<file path="src/cdms_cfg.svh">
// Register map, field positions and reset values of the clock divider block.
// Assumes inclusion by the block top only; the block package does not include it.
`ifndef CDMS_CFG_SVH
`define CDMS_CFG_SVH

// ----------------------------------------
// Register offsets
// ----------------------------------------
`define CDMS_ADDR_W 8
`define CDMS_DIV_CTRL_OFF 8'h00
`define CDMS_STBY_OFF 8'h04
`define CDMS_STATUS_OFF 8'h08

// ----------------------------------------
// Divider control fields
// ----------------------------------------
`define CDMS_CORE_LSB 12
`define CDMS_BUS_LSB 9
`define CDMS_PERIPH_LSB 6
`define CDMS_FAST_TMR_LSB 3
`define CDMS_SLOW_TMR_LSB 0
`define CDMS_DIV_RSVD_BIT 15
`define CDMS_DIV_CTRL_RST 15'h0000

// ----------------------------------------
// Module standby fields
// ----------------------------------------
`define CDMS_STOP_LSB 2
`define CDMS_STBY_RSVD 2'h3
`define CDMS_STBY_RST 6'h3F

`endif

</file>
<file path="src/cdms_pkg.sv">
// Types shared by the clock divider and module stop block.
// Assumes nothing from the constants header; it includes no other file.
package cdms_pkg;

    // ----------------------------------------
    // Types
    // ----------------------------------------
    typedef logic [2:0] cdms_div_t;

    typedef struct packed {
        logic [14:0] div_ctrl;
        logic [5:0] stop;
        logic [4:0][2:0] cnt;
        logic [4:0] tick;
        logic [5:0] run;
        logic pd_meta;
        logic pd_sync;
        logic [15:0] rdata;
    } cdms_state_s;

endpackage

</file>
<file path="src/cdms_top.sv">
// Clock divider control and per-module clock stop for a small controller.
// Assumes one system clock; the derived clocks leave as one-cycle enable
// pulses, and POWER_DOWN arrives asynchronously from the power controller.
`timescale 1ns/1ps

`include "cdms_cfg.svh"

module cdms_top
    import cdms_pkg::*;
(
    input wire logic CLK_SYS, // System clock, 50 MHz
    input wire logic RST_B, // Synchronous reset, active low
    input wire logic [`CDMS_ADDR_W-1:0] ADDR, // Register byte address
    input wire logic [15:0] WDATA, // Write data
    input wire logic WR, // Write strobe
    input wire logic RD, // Read strobe
    input wire logic POWER_DOWN, // Power-down request, asynchronous
    output logic [15:0] RDATA, // Read data, cycle after RD
    output logic CORE_TICK, // Core clock enable
    output logic BUS_TICK, // Bus clock enable
    output logic PERIPH_TICK, // Peripheral clock enable
    output logic FAST_TMR_TICK, // Fast timer clock enable
    output logic SLOW_TMR_TICK, // Slow timer clock enable
    output logic SYNC_SER_EN, // Sync serial unit clock enable
    output logic ASYNC_ZERO_EN, // Async serial channel 0 enable
    output logic ASYNC_ONE_EN, // Async serial channel 1 enable
    output logic ASYNC_TWO_EN, // Async serial channel 2 enable
    output logic FIFO_SER_EN, // FIFO serial unit enable
    output logic TWO_WIRE_TWO_EN // Second two-wire unit enable
);

    // ----------------------------------------
    // Constants
    // ----------------------------------------
    localparam int NUM_DIV = 5;
    localparam int NUM_MOD = 6;
    localparam int IDX_CORE = 0;
    localparam int IDX_BUS = 1;
    localparam int IDX_PERIPH = 2;
    localparam int IDX_FAST = 3;
    localparam int IDX_SLOW = 4;

    // ----------------------------------------
    // Decode helpers
    // ----------------------------------------
    // Divider code of one derived clock; ratio is 1/(code+1)
    function automatic cdms_div_t div_code(
        input logic [14:0] ctrl,
        input int idx
    );
        cdms_div_t code;
        code = 3'h0;
        case (idx)
            IDX_CORE: begin
                code = ctrl[`CDMS_CORE_LSB +: 3];
            end
            IDX_BUS: begin
                code = ctrl[`CDMS_BUS_LSB +: 3];
            end
            IDX_PERIPH: begin
                code = ctrl[`CDMS_PERIPH_LSB +: 3];
            end
            IDX_FAST: begin
                code = ctrl[`CDMS_FAST_TMR_LSB +: 3];
            end
            IDX_SLOW: begin
                code = ctrl[`CDMS_SLOW_TMR_LSB +: 3];
            end
            default: begin
                code = 3'h0;
            end
        endcase
        return code;
    endfunction

    // Register select
    function automatic logic hit(
        input logic [`CDMS_ADDR_W-1:0] addr,
        input logic [`CDMS_ADDR_W-1:0] off
    );
        return addr == off;
    endfunction

    // ----------------------------------------
    // State
    // ----------------------------------------
    cdms_state_s cur;
    cdms_state_s next_cur;
    logic [15:0] div_view;
    logic [7:0] stby_view;
    logic [15:0] status_view;

    // ----------------------------------------
    // Register views
    // ----------------------------------------
    always_comb begin
        div_view = 16'h0000;
        div_view[14:0] = cur.div_ctrl;
        div_view[`CDMS_DIV_RSVD_BIT] = 1'b0;
    end

    always_comb begin
        stby_view = {cur.stop, `CDMS_STBY_RSVD};
    end

    always_comb begin
        status_view = 16'h0000;
        status_view[5:0] = cur.run;
        status_view[10:6] = cur.tick;
        status_view[11] = cur.pd_sync;
    end

    // ----------------------------------------
    // Next state
    // ----------------------------------------
    always_comb begin
        cdms_div_t code;
        logic periph_next;
        code = 3'h0;
        periph_next = 1'b0;
        next_cur = cur;

        // Power-down request crosses into this domain
        next_cur.pd_meta = POWER_DOWN;
        next_cur.pd_sync = cur.pd_meta;

        // Register writes
        if (WR) begin
            if (hit(ADDR, `CDMS_DIV_CTRL_OFF)) begin
                // Reserved top bit is dropped, never stored
                next_cur.div_ctrl = WDATA[14:0];
            end
            if (hit(ADDR, `CDMS_STBY_OFF)) begin
                next_cur.stop = WDATA[7:`CDMS_STOP_LSB];
            end
        end

        // Register reads; unmapped addresses answer zero
        next_cur.rdata = 16'h0000;
        if (RD) begin
            if (hit(ADDR, `CDMS_DIV_CTRL_OFF)) begin
                next_cur.rdata = div_view;
            end else if (hit(ADDR, `CDMS_STBY_OFF)) begin
                next_cur.rdata = {8'h00, stby_view};
            end else if (hit(ADDR, `CDMS_STATUS_OFF)) begin
                next_cur.rdata = status_view;
            end else begin
                next_cur.rdata = 16'h0000;
            end
        end

        // Dividers; wrap on >= so a ratio cut mid-count never stalls
        for (int i = 0; i < NUM_DIV; i++) begin
            code = div_code(cur.div_ctrl, i);
            if (cur.cnt[i] >= code) begin
                next_cur.cnt[i] = 3'h0;
                next_cur.tick[i] = 1'b1;
            end else begin
                next_cur.cnt[i] = cur.cnt[i] + 3'h1;
                next_cur.tick[i] = 1'b0;
            end
        end

        // Core and bus halt in power-down; peripheral clock keeps running
        if (cur.pd_sync) begin
            next_cur.tick[IDX_CORE] = 1'b0;
            next_cur.tick[IDX_BUS] = 1'b0;
        end

        // Module enables follow the peripheral clock unless stopped.
        // Gating an enable leaves module state intact: no reset is sent.
        periph_next = next_cur.tick[IDX_PERIPH];
        for (int m = 0; m < NUM_MOD; m++) begin
            next_cur.run[m] = periph_next & ~next_cur.stop[m];
        end

        // Reset
        if (!RST_B) begin
            next_cur.div_ctrl = `CDMS_DIV_CTRL_RST;
            next_cur.stop = `CDMS_STBY_RST;
            next_cur.cnt = '0;
            next_cur.tick = '0;
            next_cur.run = '0;
            next_cur.pd_meta = 1'b0;
            next_cur.pd_sync = 1'b0;
            next_cur.rdata = 16'h0000;
        end
    end

    // ----------------------------------------
    // State register
    // ----------------------------------------
    always_ff @(posedge CLK_SYS) begin
        cur <= next_cur;
    end

    // ----------------------------------------
    // Outputs
    // ----------------------------------------
    // All straight from state flip-flops
    assign RDATA = cur.rdata;
    assign CORE_TICK = cur.tick[IDX_CORE];
    assign BUS_TICK = cur.tick[IDX_BUS];
    assign PERIPH_TICK = cur.tick[IDX_PERIPH];
    assign FAST_TMR_TICK = cur.tick[IDX_FAST];
    assign SLOW_TMR_TICK = cur.tick[IDX_SLOW];
    // Stop bit 2 is the sync serial unit; clear means it keeps running
    assign SYNC_SER_EN = cur.run[0];
    assign ASYNC_ZERO_EN = cur.run[1];
    assign ASYNC_ONE_EN = cur.run[2];
    assign ASYNC_TWO_EN = cur.run[3];
    assign FIFO_SER_EN = cur.run[4];
    assign TWO_WIRE_TWO_EN = cur.run[5];

endmodule

</file>
<file path="config.mk">
export PLATFORM = sky130hd
export DESIGN_NAME = cdms_top
export DESIGN_NICKNAME = d
export VERILOG_FILES = /design/src/cdms_pkg.sv /design/src/cdms_top.sv
export VERILOG_INCLUDE_DIRS = /design/src /design/src/src
export SDC_FILE = /design/constraint.sdc
export NUM_CORES = 1
export LEC_CHECK = 0
export ABC_AREA = 1
export BUFFER_PORTS_ARGS = -buffer_cell sky130_fd_sc_hd__buf_2
export CAP_MARGIN = 10
export CORE_ASPECT_RATIO = 0.75
export CORE_UTILIZATION = 55
export DETAILED_ROUTE_END_ITERATION = 7
export GPL_TIMING_DRIVEN = 0
export HOLD_SLACK_MARGIN = 0.06
export PLACE_DENSITY = 0.87
export SYNTH_ARGS = -nofsm -noshare
export SYNTH_HDL_FRONTEND = slang
export SYNTH_SLANG_ARGS = --single-unit
</file>
<file path="constraint.sdc">
create_clock -name CLK_SYS -period 1.71 [get_ports CLK_SYS]
set_input_delay 0.171 -clock CLK_SYS [delete_from_list [all_inputs] [get_ports CLK_SYS]]
set_output_delay 0.171 -clock CLK_SYS [all_outputs]
set_load 0.005 [all_outputs]
</file>
# ---- Word-level counts from Yosys, hierarchy flattened
# Cells that the tools add are included.
dict set report totals {
  out_inout_bits 27
  elab_cells 60
  in_bits 29
  reg_bits 65
}
dict set report op_classes {
  mux 10
  reduce_logical 10
  n_lt_le_gt_ge 5
  eq_ne 2
  bitwise 14
  n_addsub 5
}
# op count
set ops {}
lappend ops {{$mux W12} 2}
lappend ops {{$add A3 B1 Y3 const B} 5}
lappend ops {{$ge A3 B3 Y1} 5}
lappend ops {{$mux W15} 1}
lappend ops {{$mux W6} 2}
lappend ops {{$reduce_or A2 Y1} 6}
lappend ops {{$eq A8 B3 Y1 const B} 1}
lappend ops {{$eq A8 B4 Y1 const B} 1}
lappend ops {{$logic_not A8 Y1} 1}
lappend ops {{$not A1 Y1} 8}
lappend ops {{$and A1 B1 Y1} 6}
lappend ops {{$mux W1} 5}
lappend ops {{$reduce_and A2 Y1} 2}
lappend ops {{$reduce_or A4 Y1} 1}

# ---- Longest topological paths before layout
# Gate-level depths: netlist of run 1.
dict set report logic_depth {
  word_depth 5
  mapped_depth 9
  ltp_nobuf 9
}

# ---- Worst setup path after synthesis of run 1
# OpenSTA, ideal clock, no wires.
dict set report synth_path {
  path_type {reg2reg}
  startpoint {register cur[58] in the netlist's numbering}
  endpoint {register cur (netlist bit ASYNC_ONE_EN)}
  path_buffers 0
  arrival_time_ns 1.113
  required_ns 1.592
  path_stages_with_launch 7
  path_slack_ns 0.479
  setup_ns 0.118
  path_cell_list {dfxtp_1 > inv_1 > ha_1 > a21oi_1 > nand3_1 > inv_1 > nor2_1}
}
dict set report synth_via {
  elab_chain_cells 3
}
# element line_no
set synth_lines {}
lappend synth_lines {{from (decl)} cdms_top.sv:87} ;# cdms_state_s cur;
lappend synth_lines {{from (signal assigned)} cdms_top.sv:194} ;# cur <= next_cur;
lappend synth_lines {{$ge A3 B3 Y1} cdms_top.sv:155} ;# if (cur.cnt[i] >= code) begin
lappend synth_lines {{$mux W1} cdms_top.sv:155}
lappend synth_lines {{$and A1 B1 Y1} cdms_top.sv:174} ;# next_cur.run[m] = periph_next & ~next_cur.stop[m];
# No other way between the ends.
# A chain may end at the register's enable or synchronous reset.

# ---- Final worst setup path of run 1
dict set report layout_path {
  startpoint {register cur[58] in the netlist's numbering}
  endpoint {register cur (netlist bit ASYNC_ZERO_EN)}
}
# The elaborated chain is that of the path after synthesis.

==> results of run 1 <==
-- path summary, 6_finish.rpt --
path,cells past startpoint,slack [ps],end
min,3,120,cur[49]
max reg2reg,6,260,ASYNC_ZERO_EN
min reg2reg,2,440,cur[16]
max,6,260,ASYNC_ZERO_EN
-- worst max-delay path: stages (launching register included) --
cell and delay, ps:
dfxtp_1 330, inv_1 70, ha_1 310, a21oi_1 150
nand3_1 170, inv_1 230, nor2_1 80
-- cell families after synthesis --
group                      Yosys count  share of synthesized area (%)
other                                1                         0.1293
adders and majority gates           20                          8.628
DFF                                 64                          44.18
xor gates and xnor gates             5                          1.510
AOI/OAI and AO/OA                   19                          3.279
and+or+nand+nor                    180                          29.29
buffers and inverters               80                          12.99
-- metal layers --
| layer | track usage (%) | up-vias | part of all wire [%] |
|---|---|---|---|
| met5 | 0 | - | 0 |
| met4 | 9.167 | 0 | 2.2 |
| met3 | 9.299 | 18 | 7.1 |
| met2 | 38.50 | 68 | 46 |
| met1 | 29.39 | 1071 | 45 |
| li1 | - | 1252 | - |
-- area by class of cell --
type	instances	area, um^2	area share [%]
tap	72	90.09	2.600
timing repair buffer	54	275.3	7.945
sequential	64	1281	36.98
clock inverter	3	40.04	1.156
multi-input combinational	225	1242	35.86
buffer	26	171.4	4.948
clock buffer	13	158.9	4.586
inverter	54	205.2	5.923
-- through the flow --
step	std cells	util (%)	setup WS, ps	total power (W)	area [um^2]
global route	511	69.54	180.7	0.003035	3465
CTS	511	69.54	273.6	0.002957	3465
floorplan	369	-	479.4	0.001611	2900
detailed placement	494	65.34	302.6	0.001674	3256
global placement	494	65.34	306.0	0.001670	3256
finish	511	69.54	257.5	0.002943	3465
-- layout by cell type, fill, tap and decap left out --
cell type,Yosys,routed
nor2_1,50,50
nor2_2,10,10
or2_2,4,4
buf_4,16,16
ha_1,20,20
clkinv_2,0,2
inv_1,53,53
dfxtp_1,64,64
a21oi_1,14,14
xnor2_1,5,5
clkbuf_8,0,11
nand2_2,1,1
buf_1,3,3
nor2_8,1,1
clkbuf_1,1,3
o21ai_0,5,5
nand3b_1,16,16
nand3_2,1,1
conb_1,1,1
nor3b_1,1,1
buf_2,5,58
bufinv_16,0,1
nor3_1,3,3
dlygate4sd3_1,0,1
nand3_1,25,25
buf_6,1,1
inv_4,1,1
nand2_1,66,66
nor2_4,2,2
-- repair_timing --
action,CTS,global route
hold buffers,1,0
setup buffers,0,0
endpoints found under the hold margin,1,0
-- where the power goes --
part / internal [W] / total, W / switching (W)
Clock: 0.000749 / 0.00130 / 0.000550
Combinational: 0.0000581 / 0.000136 / 0.0000780
Sequential: 0.00150 / 0.00151 / 0.00000659
==> results by group, run 1 <==
Critical path
  – Crit start category: flip-flop
  – Crit. End Element: flip-flop
  – WS Path Type: reg2reg
  – Critical path data arrival time: 1680 ps
  – Worst reg2reg startpoint: cur[58]
  – Critical path origin: cur[58]
  – Crit Path Max Fanout: 6
  – Worst path required time: 1940 ps

Clocking
  – Clk_lat worst skew: 340 ps
  – Root Buffer: clkbuf_8
  – CTS clock-pin slew for the worst setup and hold paths: 70 ps
  – Longest Clk Path Bufs: 2
  – CTS buffer count: 9
  – H-tree levels: 3
  – Post-cts gate resize count: 0
  – CTS sink count: 64
  – CTS tree: done

GRT
  – Initial antenna violation count: 0
  – Vias in the first global route: 2245
  – Largest net degree at the start of global routing: 11
  – Total GRT Usage: 24.07%
  – GRT overflow: 0
  – First-pass GRT wire length: 10050 um

Floorplan
  – Die Area: 0.005571 mm^2
  – # rows: 22
  – Starting Density: 58.21%
  – Die X: 85.85 um
  – # IOs: 56
  – Die height: 64.89 um
  – Core area: 0.004982 mm^2

Finish
  – Total Nets Final: 483
  – Syn-to-layout area delta: 19.46%
  – ANT cells: 0
  – Largest register FFs: 38
  – Filler instances: 393
  – Top reg by flops: cur
  – Layout cells sized above 1: 24.83%

Timing
  – Clock skew: 4.155 ps
  – Sum Neg Setup Slack: 0 ps
  – RSZ-0062 raised after global routing: false
  – Tmin final: 1452 ps
  – Final hold vios: 0
  – Setup Viol. Count Final: 0
  – Period Utilization, post-route: 84.94%
  – Max Fclk: 688.5 MHz
  – Final hold slack: 118.0 ps
  – Final Max Tran Viols: 0

Yosys
  – Seq/Total Area, Yosys: 44.18%
  – Syn Area/Cell: 7.860 um^2
  – Syn Nets: 418
  – Asr flop ratio synth: 0%
  – FF+latch count, synth: 64
  – Syn. warnings: 0
  – Post-synth top area cell: dfxtp_1
  – Post-synth EDFFs: 0
  – Synthesized area: 0.002900 mm^2
  – Post-synth top area share: 44.18%
  – Ys flop type: dfxtp_1
  – Count leader, synth: nand2_1
  – Netlist cell types: 25
  – Largest cells by area after synthesis: dfxtp_1 (44%), ha_1 (8.6%), nand2_1 (8.5%), inv_1 (6.9%), nor2_1 (6.5%)
  – Most frequent cells after synthesis: nand2_1 (66), dfxtp_1 (64), inv_1 (53)
  – Syn Inst Count: 369

Route
  – Wirelength per Cell: 11.88 um
  – Drt pass-1 iters: 4
  – DR DRC count: 0
  – Routed vias/inst: 4.714
  – Vias: 2409
  – Post-Route WL: 6070 um
  – DRT antenna net count: 0
  – Initial DRC Count: 177

Outcome
  – Status: complete, no violations

Run
  – Max-cap violations: 0

Place
  – Post-DP HPWL: 4558 um
  – Routability Congestion: 0.8833
  – IO buf count: 53

Pwr
  – Worst VDD drop: 0.4851 mV
  – Pleak: 1.779 nW
  – PwrDens: 849.4 mW/mm^2

Hold path
  – HP Class: in2reg
  – HP Start: WDATA[7]
Note: power is estimated with default switching activity, not from simulation.
==> inputs of run 2 (changes only) <==
Clock period 1.71 ns to 1.45 ns, I/O delays scaled along.
==> results by group, run 2 (same netlist as run 1, synthesis figures left out) <==
Critical path
  – CP max stage cell: dfxtp_1
  – WP buf/inv: 2
  – Worst r2r path cells: 6
  – Worst reg2reg startpoint: cur[58]
  – Crit-path cells: inv_1 > ha_1 > a21oi_1 > nand3_2 > inv_2 > nor2_1
  – Critical path data arrival time: 1640 ps
  – Slowest Stage Delay on Critical Path: 330 ps
  – Crit. End Element: flip-flop
  – Delay-heaviest family, CP: flip-flops
  – WS Path Type: reg2reg
  – R2R Setup Slk: 40 ps
  – Capturing point of the worst reg2reg path: ASYNC_ZERO_EN
  – Crit Path Max Fanout: 6
  – Worst path required time: 1680 ps
  – Crit start category: flip-flop

Floorplan
  – # rows: 22
  – Die height: 64.89 um
  – Die Area: 0.005571 mm^2
  – # IOs: 56
  – Starting Density: 58.21%
  – Core area: 0.004982 mm^2
  – Die X: 85.85 um

Place
  – Routability Congestion: 0.8833
  – Post-DP HPWL: 4558 um
  – IO buf count: 53

Timing
  – Max_slew headroom: 65.94%
  – Final Max Tran Viols: 0
  – Clock skew: 5.311 ps
  – Tmin final: 1406 ps
  – Setup Viol. Count Final: 0
  – Max Fclk: 711.3 MHz
  – Slew @ Worst Pin: 511.0 ps
  – Period Utilization, post-route: 96.95%
  – Final hold vios: 0

GRT
  – Largest net degree at the start of global routing: 11
  – Vias in the first global route: 2245
  – GRT overflow: 0
  – Initial antenna violation count: 0
  – First-pass GRT wire length: 10050 um
  – Total GRT Usage: 24.07%

Finish
  – Util after Layout: 69.86%
  – Syn-to-layout area delta: 20.02%
  – Leading cell type in the layout, fill and taps excluded: nand2_1
  – Top reg by flops: cur
  – Layout cells sized above 1: 26.42%
  – Most frequent cells in the layout: nand2_1 (66), dfxtp_1 (61), buf_2 (58)
  – Largest register FFs: 38
  – ANT cells: 0
  – Total Nets Final: 483

Pwr
  – Pwr Total: 0.003470 W
  – Pleak: 1.778 nW
  – Worst VDD drop: 0.5712 mV
  – PwrDens: 997.0 mW/mm^2

Route
  – Post-Route WL: 6134 um
  – DRT antenna net count: 0
  – Routed vias/inst: 4.728
  – DR DRC count: 0
  – Initial DRC Count: 182
  – Vias: 2416
  – Drt pass-1 iters: 5
  – Wirelength per Cell: 12.00 um

Clocking
  – Root Buffer: clkbuf_8
  – Longest Clk Path Bufs: 2
  – Clk_lat worst skew: 340 ps
  – CTS tree: done
  – CTS sink count: 64
  – CTS buffer count: 9
  – Post-CTS Setup Inserts: 0
  – CTS clock-pin slew for the worst setup and hold paths: 70 ps
  – H-tree levels: 3

Run
  – Max-cap violations: 0

Hold path
  – Hold path depth: 3
  – Hold EP: cur[48]
  – HP Start: WDATA[6]
  – HP Class: in2reg

Outcome
  – Status: complete, no violations
## run 2: cell counts in the layout (fill, tap and decap cells not counted)
No cell type changed its count.
## run 2: worst reg2reg max path: stages (launching register included)
cell,delay (ps)
dfxtp_1,330
inv_1,60
ha_1,310
a21oi_1,220
nand3_2,150
inv_2,150
nor2_1,70
## run 2: stage by stage
| step | TNS (ps) | setup WS, ps | hold slack, ps | area, um^2 | instances |
|---|---|---|---|---|---|
| final | 0 | 44.17 | 95.69 | 3481 | 511 |
| after global routing | -119.8 | -34.37 | 104.6 | 3481 | 511 |
| after CTS | 0 | 13.57 | 76.94 | 3465 | 511 |
| after detailed placement | 0 | 42.62 | 330.8 | 3256 | 494 |
| after global placement | 0 | 45.96 | 327.4 | 3256 | 494 |
| after floorplan | 0 | 219.4 | 242.6 | 2900 | 369 |
## run 2: metal layers
metal	routed length [um]	global-route usage [%]	vias up
met5	0	0	-
met4	117	9.167	0
met3	499	9.299	14
met2	2779	38.50	85
met1	2738	29.39	1065
li1	-	-	1252
## run 2: cell type report
cell class / instances / area, um^2
multi-input combinational: 225 / 1255
clock inverter: 3 / 40.04
clock buffer: 13 / 158.9
sequential: 64 / 1285
buffer: 26 / 171.4
timing repair buffer: 54 / 275.3
tap: 72 / 90.09
fill: 387 / 1501
inverter: 54 / 205.2
## run 2: worst max path at each step
stage | startpoint | endpoint | slack (ps) | depth (start not counted)
6_report | cur[58] | ASYNC_ZERO_EN | 40 | 6
4_1_cts | cur[58] | TWO_WIRE_TWO_EN | 10 | 6
5_1_grt | cur[29] | cur[30] | -30 | 9
3_3_place_gp | cur[58] | TWO_WIRE_TWO_EN | 50 | 6
3_5_place_dp | cur[58] | TWO_WIRE_TWO_EN | 40 | 6
2_1_floorplan | cur[58] | ASYNC_ONE_EN | 220 | 6
## run 2: what timing repair did
item                                    CTS  global route
endpoints found under the setup margin    0            18
gates resized for setup                   0             7
endpoints found under the hold margin     1             0
hold buffers                              1             0
## run 2: report_power, final
part           leakage, nW  total, W  switching, W  internal (W)
logic                 1.16  0.000161     0.0000928     0.0000686
clock network        0.103   0.00153      0.000647      0.000883
registers            0.519   0.00178    0.00000780       0.00177
total                 1.78   0.00347      0.000748       0.00272
==> inputs of run 3 (changes only) <==
Settings changed: ABC_AREA 1 to unset, CORE_UTILIZATION 55 to 54.
==> results by group, run 3 <==
Outcome
  – Status: complete, no violations

Yosys
  – Largest cells by area after synthesis: dfxtp_1 (47%), ha_1 (9.2%), mux2i_1 (5.9%), buf_4 (4.7%), nand2_1 (3.0%)
  – Seq/Total Area, Yosys: 47.32%
  – Post-synth top area share: 47.32%
  – FF+latch count, synth: 64
  – Xor and xnor area share after synthesis: 1.617%
  – Netlist cell types: 31
  – Syn Nets: 338
  – Syn Area/Cell: 9.369 um^2
  – Post-synth EDFFs: 0
  – Post-synth top area cell: dfxtp_1
  – Syn. warnings: 0
  – Most frequent cells after synthesis: dfxtp_1 (64), nand2_1 (22), ha_1 (20), nor2_1 (20)
  – Adder-cell area share of the yosys netlist: 9.242%
  – Ys flop type: dfxtp_1
  – Count leader, synth: dfxtp_1
  – Fraction of synthesized area in multiplexers: 5.915%
  – Synthesized area: 0.002708 mm^2
  – Compound-Gate Fraction of Synth Area: 6.654%
  – Largest family of logic cells by synthesized area: simple AND/OR/NAND/NOR gates
  – Post-synthesis simple-gate area fraction: 19.96%
  – Syn Inst Count: 289
  – Asr flop ratio synth: 0%

Critical path
  – Worst reg2reg startpoint: cur[50]
  – Worst path required time: 1730 ps
  – Crit. End Element: flip-flop
  – Worst Setup EP: cur[41]
  – Worst r2r path cells: 5
  – Crit-path cells: ha_1 > nand2b_4 > a21o_1 > a21oi_2 > and3_1
  – Capturing point of the worst reg2reg path: cur[41]
  – Critical path data arrival time: 1680 ps
  – WS Path Type: reg2reg
  – CP max stage cell: dfxtp_1
  – Slowest Stage Delay on Critical Path: 410 ps
  – R2R Setup Slk: 50 ps
  – Crit Path Max Fanout: 4
  – Critical path origin: cur[50]
  – Crit start category: flip-flop

Finish
  – Filler instances: 286
  – Largest register FFs: 38
  – Top reg by flops: cur
  – Layout Cells excl Fill: 424
  – Leading cell type in the layout, fill and taps excluded: dfxtp_1
  – Util after Layout: 74.16%
  – Total Nets Final: 412
  – Most frequent cells in the layout: dfxtp_1 (57), buf_2 (54), nand2_1 (22)
  – Layout cells sized above 1: 30.25%
  – Syn-to-layout area delta: 26.66%
  – ANT cells: 0

Pwr
  – Sequential share of power: 49.6%
  – Gate power share: 5.6%
  – Pleak: 1.657 nW
  – P_int: 0.002815 W
  – Clock share of power: 44.8%
  – Sw frac: 21.44%
  – Worst VDD drop: 0.7338 mV
  – PwrDens: 1045 mW/mm^2
  – P_sw: 0.0007683 W

GRT
  – Total GRT Usage: 24.89%
  – GRT overflow: 0
  – Largest net degree at the start of global routing: 11
  – First-pass GRT wire length: 10090 um
  – Initial antenna violation count: 0
  – Vias in the first global route: 2213

Hold path
  – Hold path depth: 3
  – HP Class: in2reg

Clocking
  – CTS clock-pin slew for the worst setup and hold paths: 70 ps
  – Root Buffer: clkbuf_8
  – CTS buffer count: 9
  – Clk_lat worst skew: 350 ps
  – H-tree levels: 3
  – Longest Clk Path Bufs: 2
  – CTS tree: done
  – CTS sink count: 64

Route
  – Routed vias/inst: 5.330
  – DRT antenna net count: 0
  – Initial DRC Count: 151
  – Wirelength per Cell: 15.30 um
  – DR DRC count: 0
  – Drt pass-1 iters: 5
  – Post-Route WL: 6489 um
  – Vias: 2260

Floorplan
  – Core area: 0.004624 mm^2
  – # IOs: 56
  – Die height: 63.33 um
  – Die X: 83.77 um
  – Die Area: 0.005304 mm^2
  – Starting Density: 58.55%
  – # rows: 21

Run
  – Max-cap violations: 0

Place
  – Post-DP HPWL: 4287 um
  – Routability Congestion: 0.8087
  – Placed Cells incl. Taps: 397
  – IO buf count: 51

Timing
  – Max_slew headroom: 63.81%
  – Max Fclk: 712.0 MHz
  – Clock skew: 8.170 ps
  – Slew @ Worst Pin: 542.8 ps
  – Period Utilization, post-route: 96.86%
  – Final Max Tran Viols: 0
  – Final hold vios: 0
  – Setup Viol. Count Final: 0
  – Tmin final: 1404 ps
[run 3: cell types whose count changed after synthesis, sizes merged, moves of 7 or more]
cell	previous run	this run
and2	0	9
and3	0	12
clkbuf	1	10
inv	54	17
mux2i	0	16
nand2	67	22
nand2b	0	7
nand3	26	15
nand3b	16	0
nor2	63	20
o21ai	5	16
[run 3: layout make-up]
| cell class | count | area, um^2 | area share [%] |
|---|---|---|---|
| buffer | 30 | 180.2 | 5.254 |
| clock buffer | 11 | 131.4 | 3.831 |
| clock inverter | 4 | 70.07 | 2.043 |
| inverter | 17 | 63.81 | 1.861 |
| multi-input combinational | 177 | 1240 | 36.15 |
| sequential | 64 | 1290 | 37.61 |
| tap | 57 | 71.32 | 2.080 |
| timing repair buffer | 64 | 382.9 | 11.16 |
[run 3: timing repair]
| item | CTS | global route |
|---|---|---|
| buffers inserted | 0 | 1 |
| gates resized for setup | 7 | 12 |
| pin swaps | 0 | 12 |
| setup endpoints to repair | 19 | 24 |
| hold buffers | 11 | 1 |
| hold endpoints to repair | 11 | 1 |
[run 3: worst min-delay path by stage]
stage                     endpoint  startpoint  slack, ps
final                      cur[58]    WDATA[8]         70
after global placement     cur[17]  POWER_DOWN        360
after floorplan            cur[17]  POWER_DOWN        270
after CTS                  cur[44]    WDATA[2]         60
after global routing       cur[62]   WDATA[12]         70
after detailed placement   cur[17]  POWER_DOWN        370
[run 3: kinds of logic (layout without fill, tap and decap cells)]
logic type / count (synthesis) / count (layout)
simple gates: 102 / 102
flops: 64 / 64
buf+inv: 48 / 126
compound gates: 33 / 33
fa+ha+maj: 20 / 20
mux: 16 / 16
xor+xnor: 5 / 5
other cells: 1 / 1
[run 3: power groups by stage]
stage | Sequential (W) | Clock (W) | Combinational [W]
detailed placement | 0.00182 | 0 | 0.000167
floorplan | 0.00182 | 0 | 0.0000891
global placement | 0.00182 | 0 | 0.000165
finish | 0.00178 | 0.00161 | 0.000201
CTS | 0.00178 | 0.00160 | 0.000191
global route | 0.00178 | 0.00168 | 0.000217
[run 3: critical path, delay by kind of cell, from the launching register on]
kind / cells / cell delay (ps)
AO/OA/AOI/OAI: 2 / 360
flip-flops: 1 / 410
adder cells (fa/ha/maj): 1 / 260
AND/OR/NAND/NOR: 2 / 310
[run 3: through the flow]
| stage | power, W | hold WS, ps | setup TNS, ps | cell area (um^2) | setup slack (ps) |
|---|---|---|---|---|---|
| floorplan | 0.001904 | 272.3 | 0 | 2708 | 41.97 |
| global placement | 0.001980 | 361.2 | -885.7 | 3034 | -145.8 |
| detailed placement | 0.001983 | 365.1 | -1306 | 3034 | -146.7 |
| CTS | 0.003571 | 61.61 | 0 | 3361 | 9.303 |
| global route | 0.003678 | 74.71 | -1.121 | 3430 | -1.121 |
| finish | 0.003583 | 72.21 | 0 | 3430 | 45.59 |
[run 3: per-layer routing]
metal / vias to the layer above / wire (um) / part of all wire [%] / GRT usage [%]
li1: 1096 / - / - / -
met1: 1045 / 2886 / 44 / 30.62
met2: 107 / 2966 / 46 / 39.53
met3: 12 / 559 / 8.6 / 9.961
met4: 0 / 77 / 1.2 / 9.110
met5: - / 0 / 0 / 0
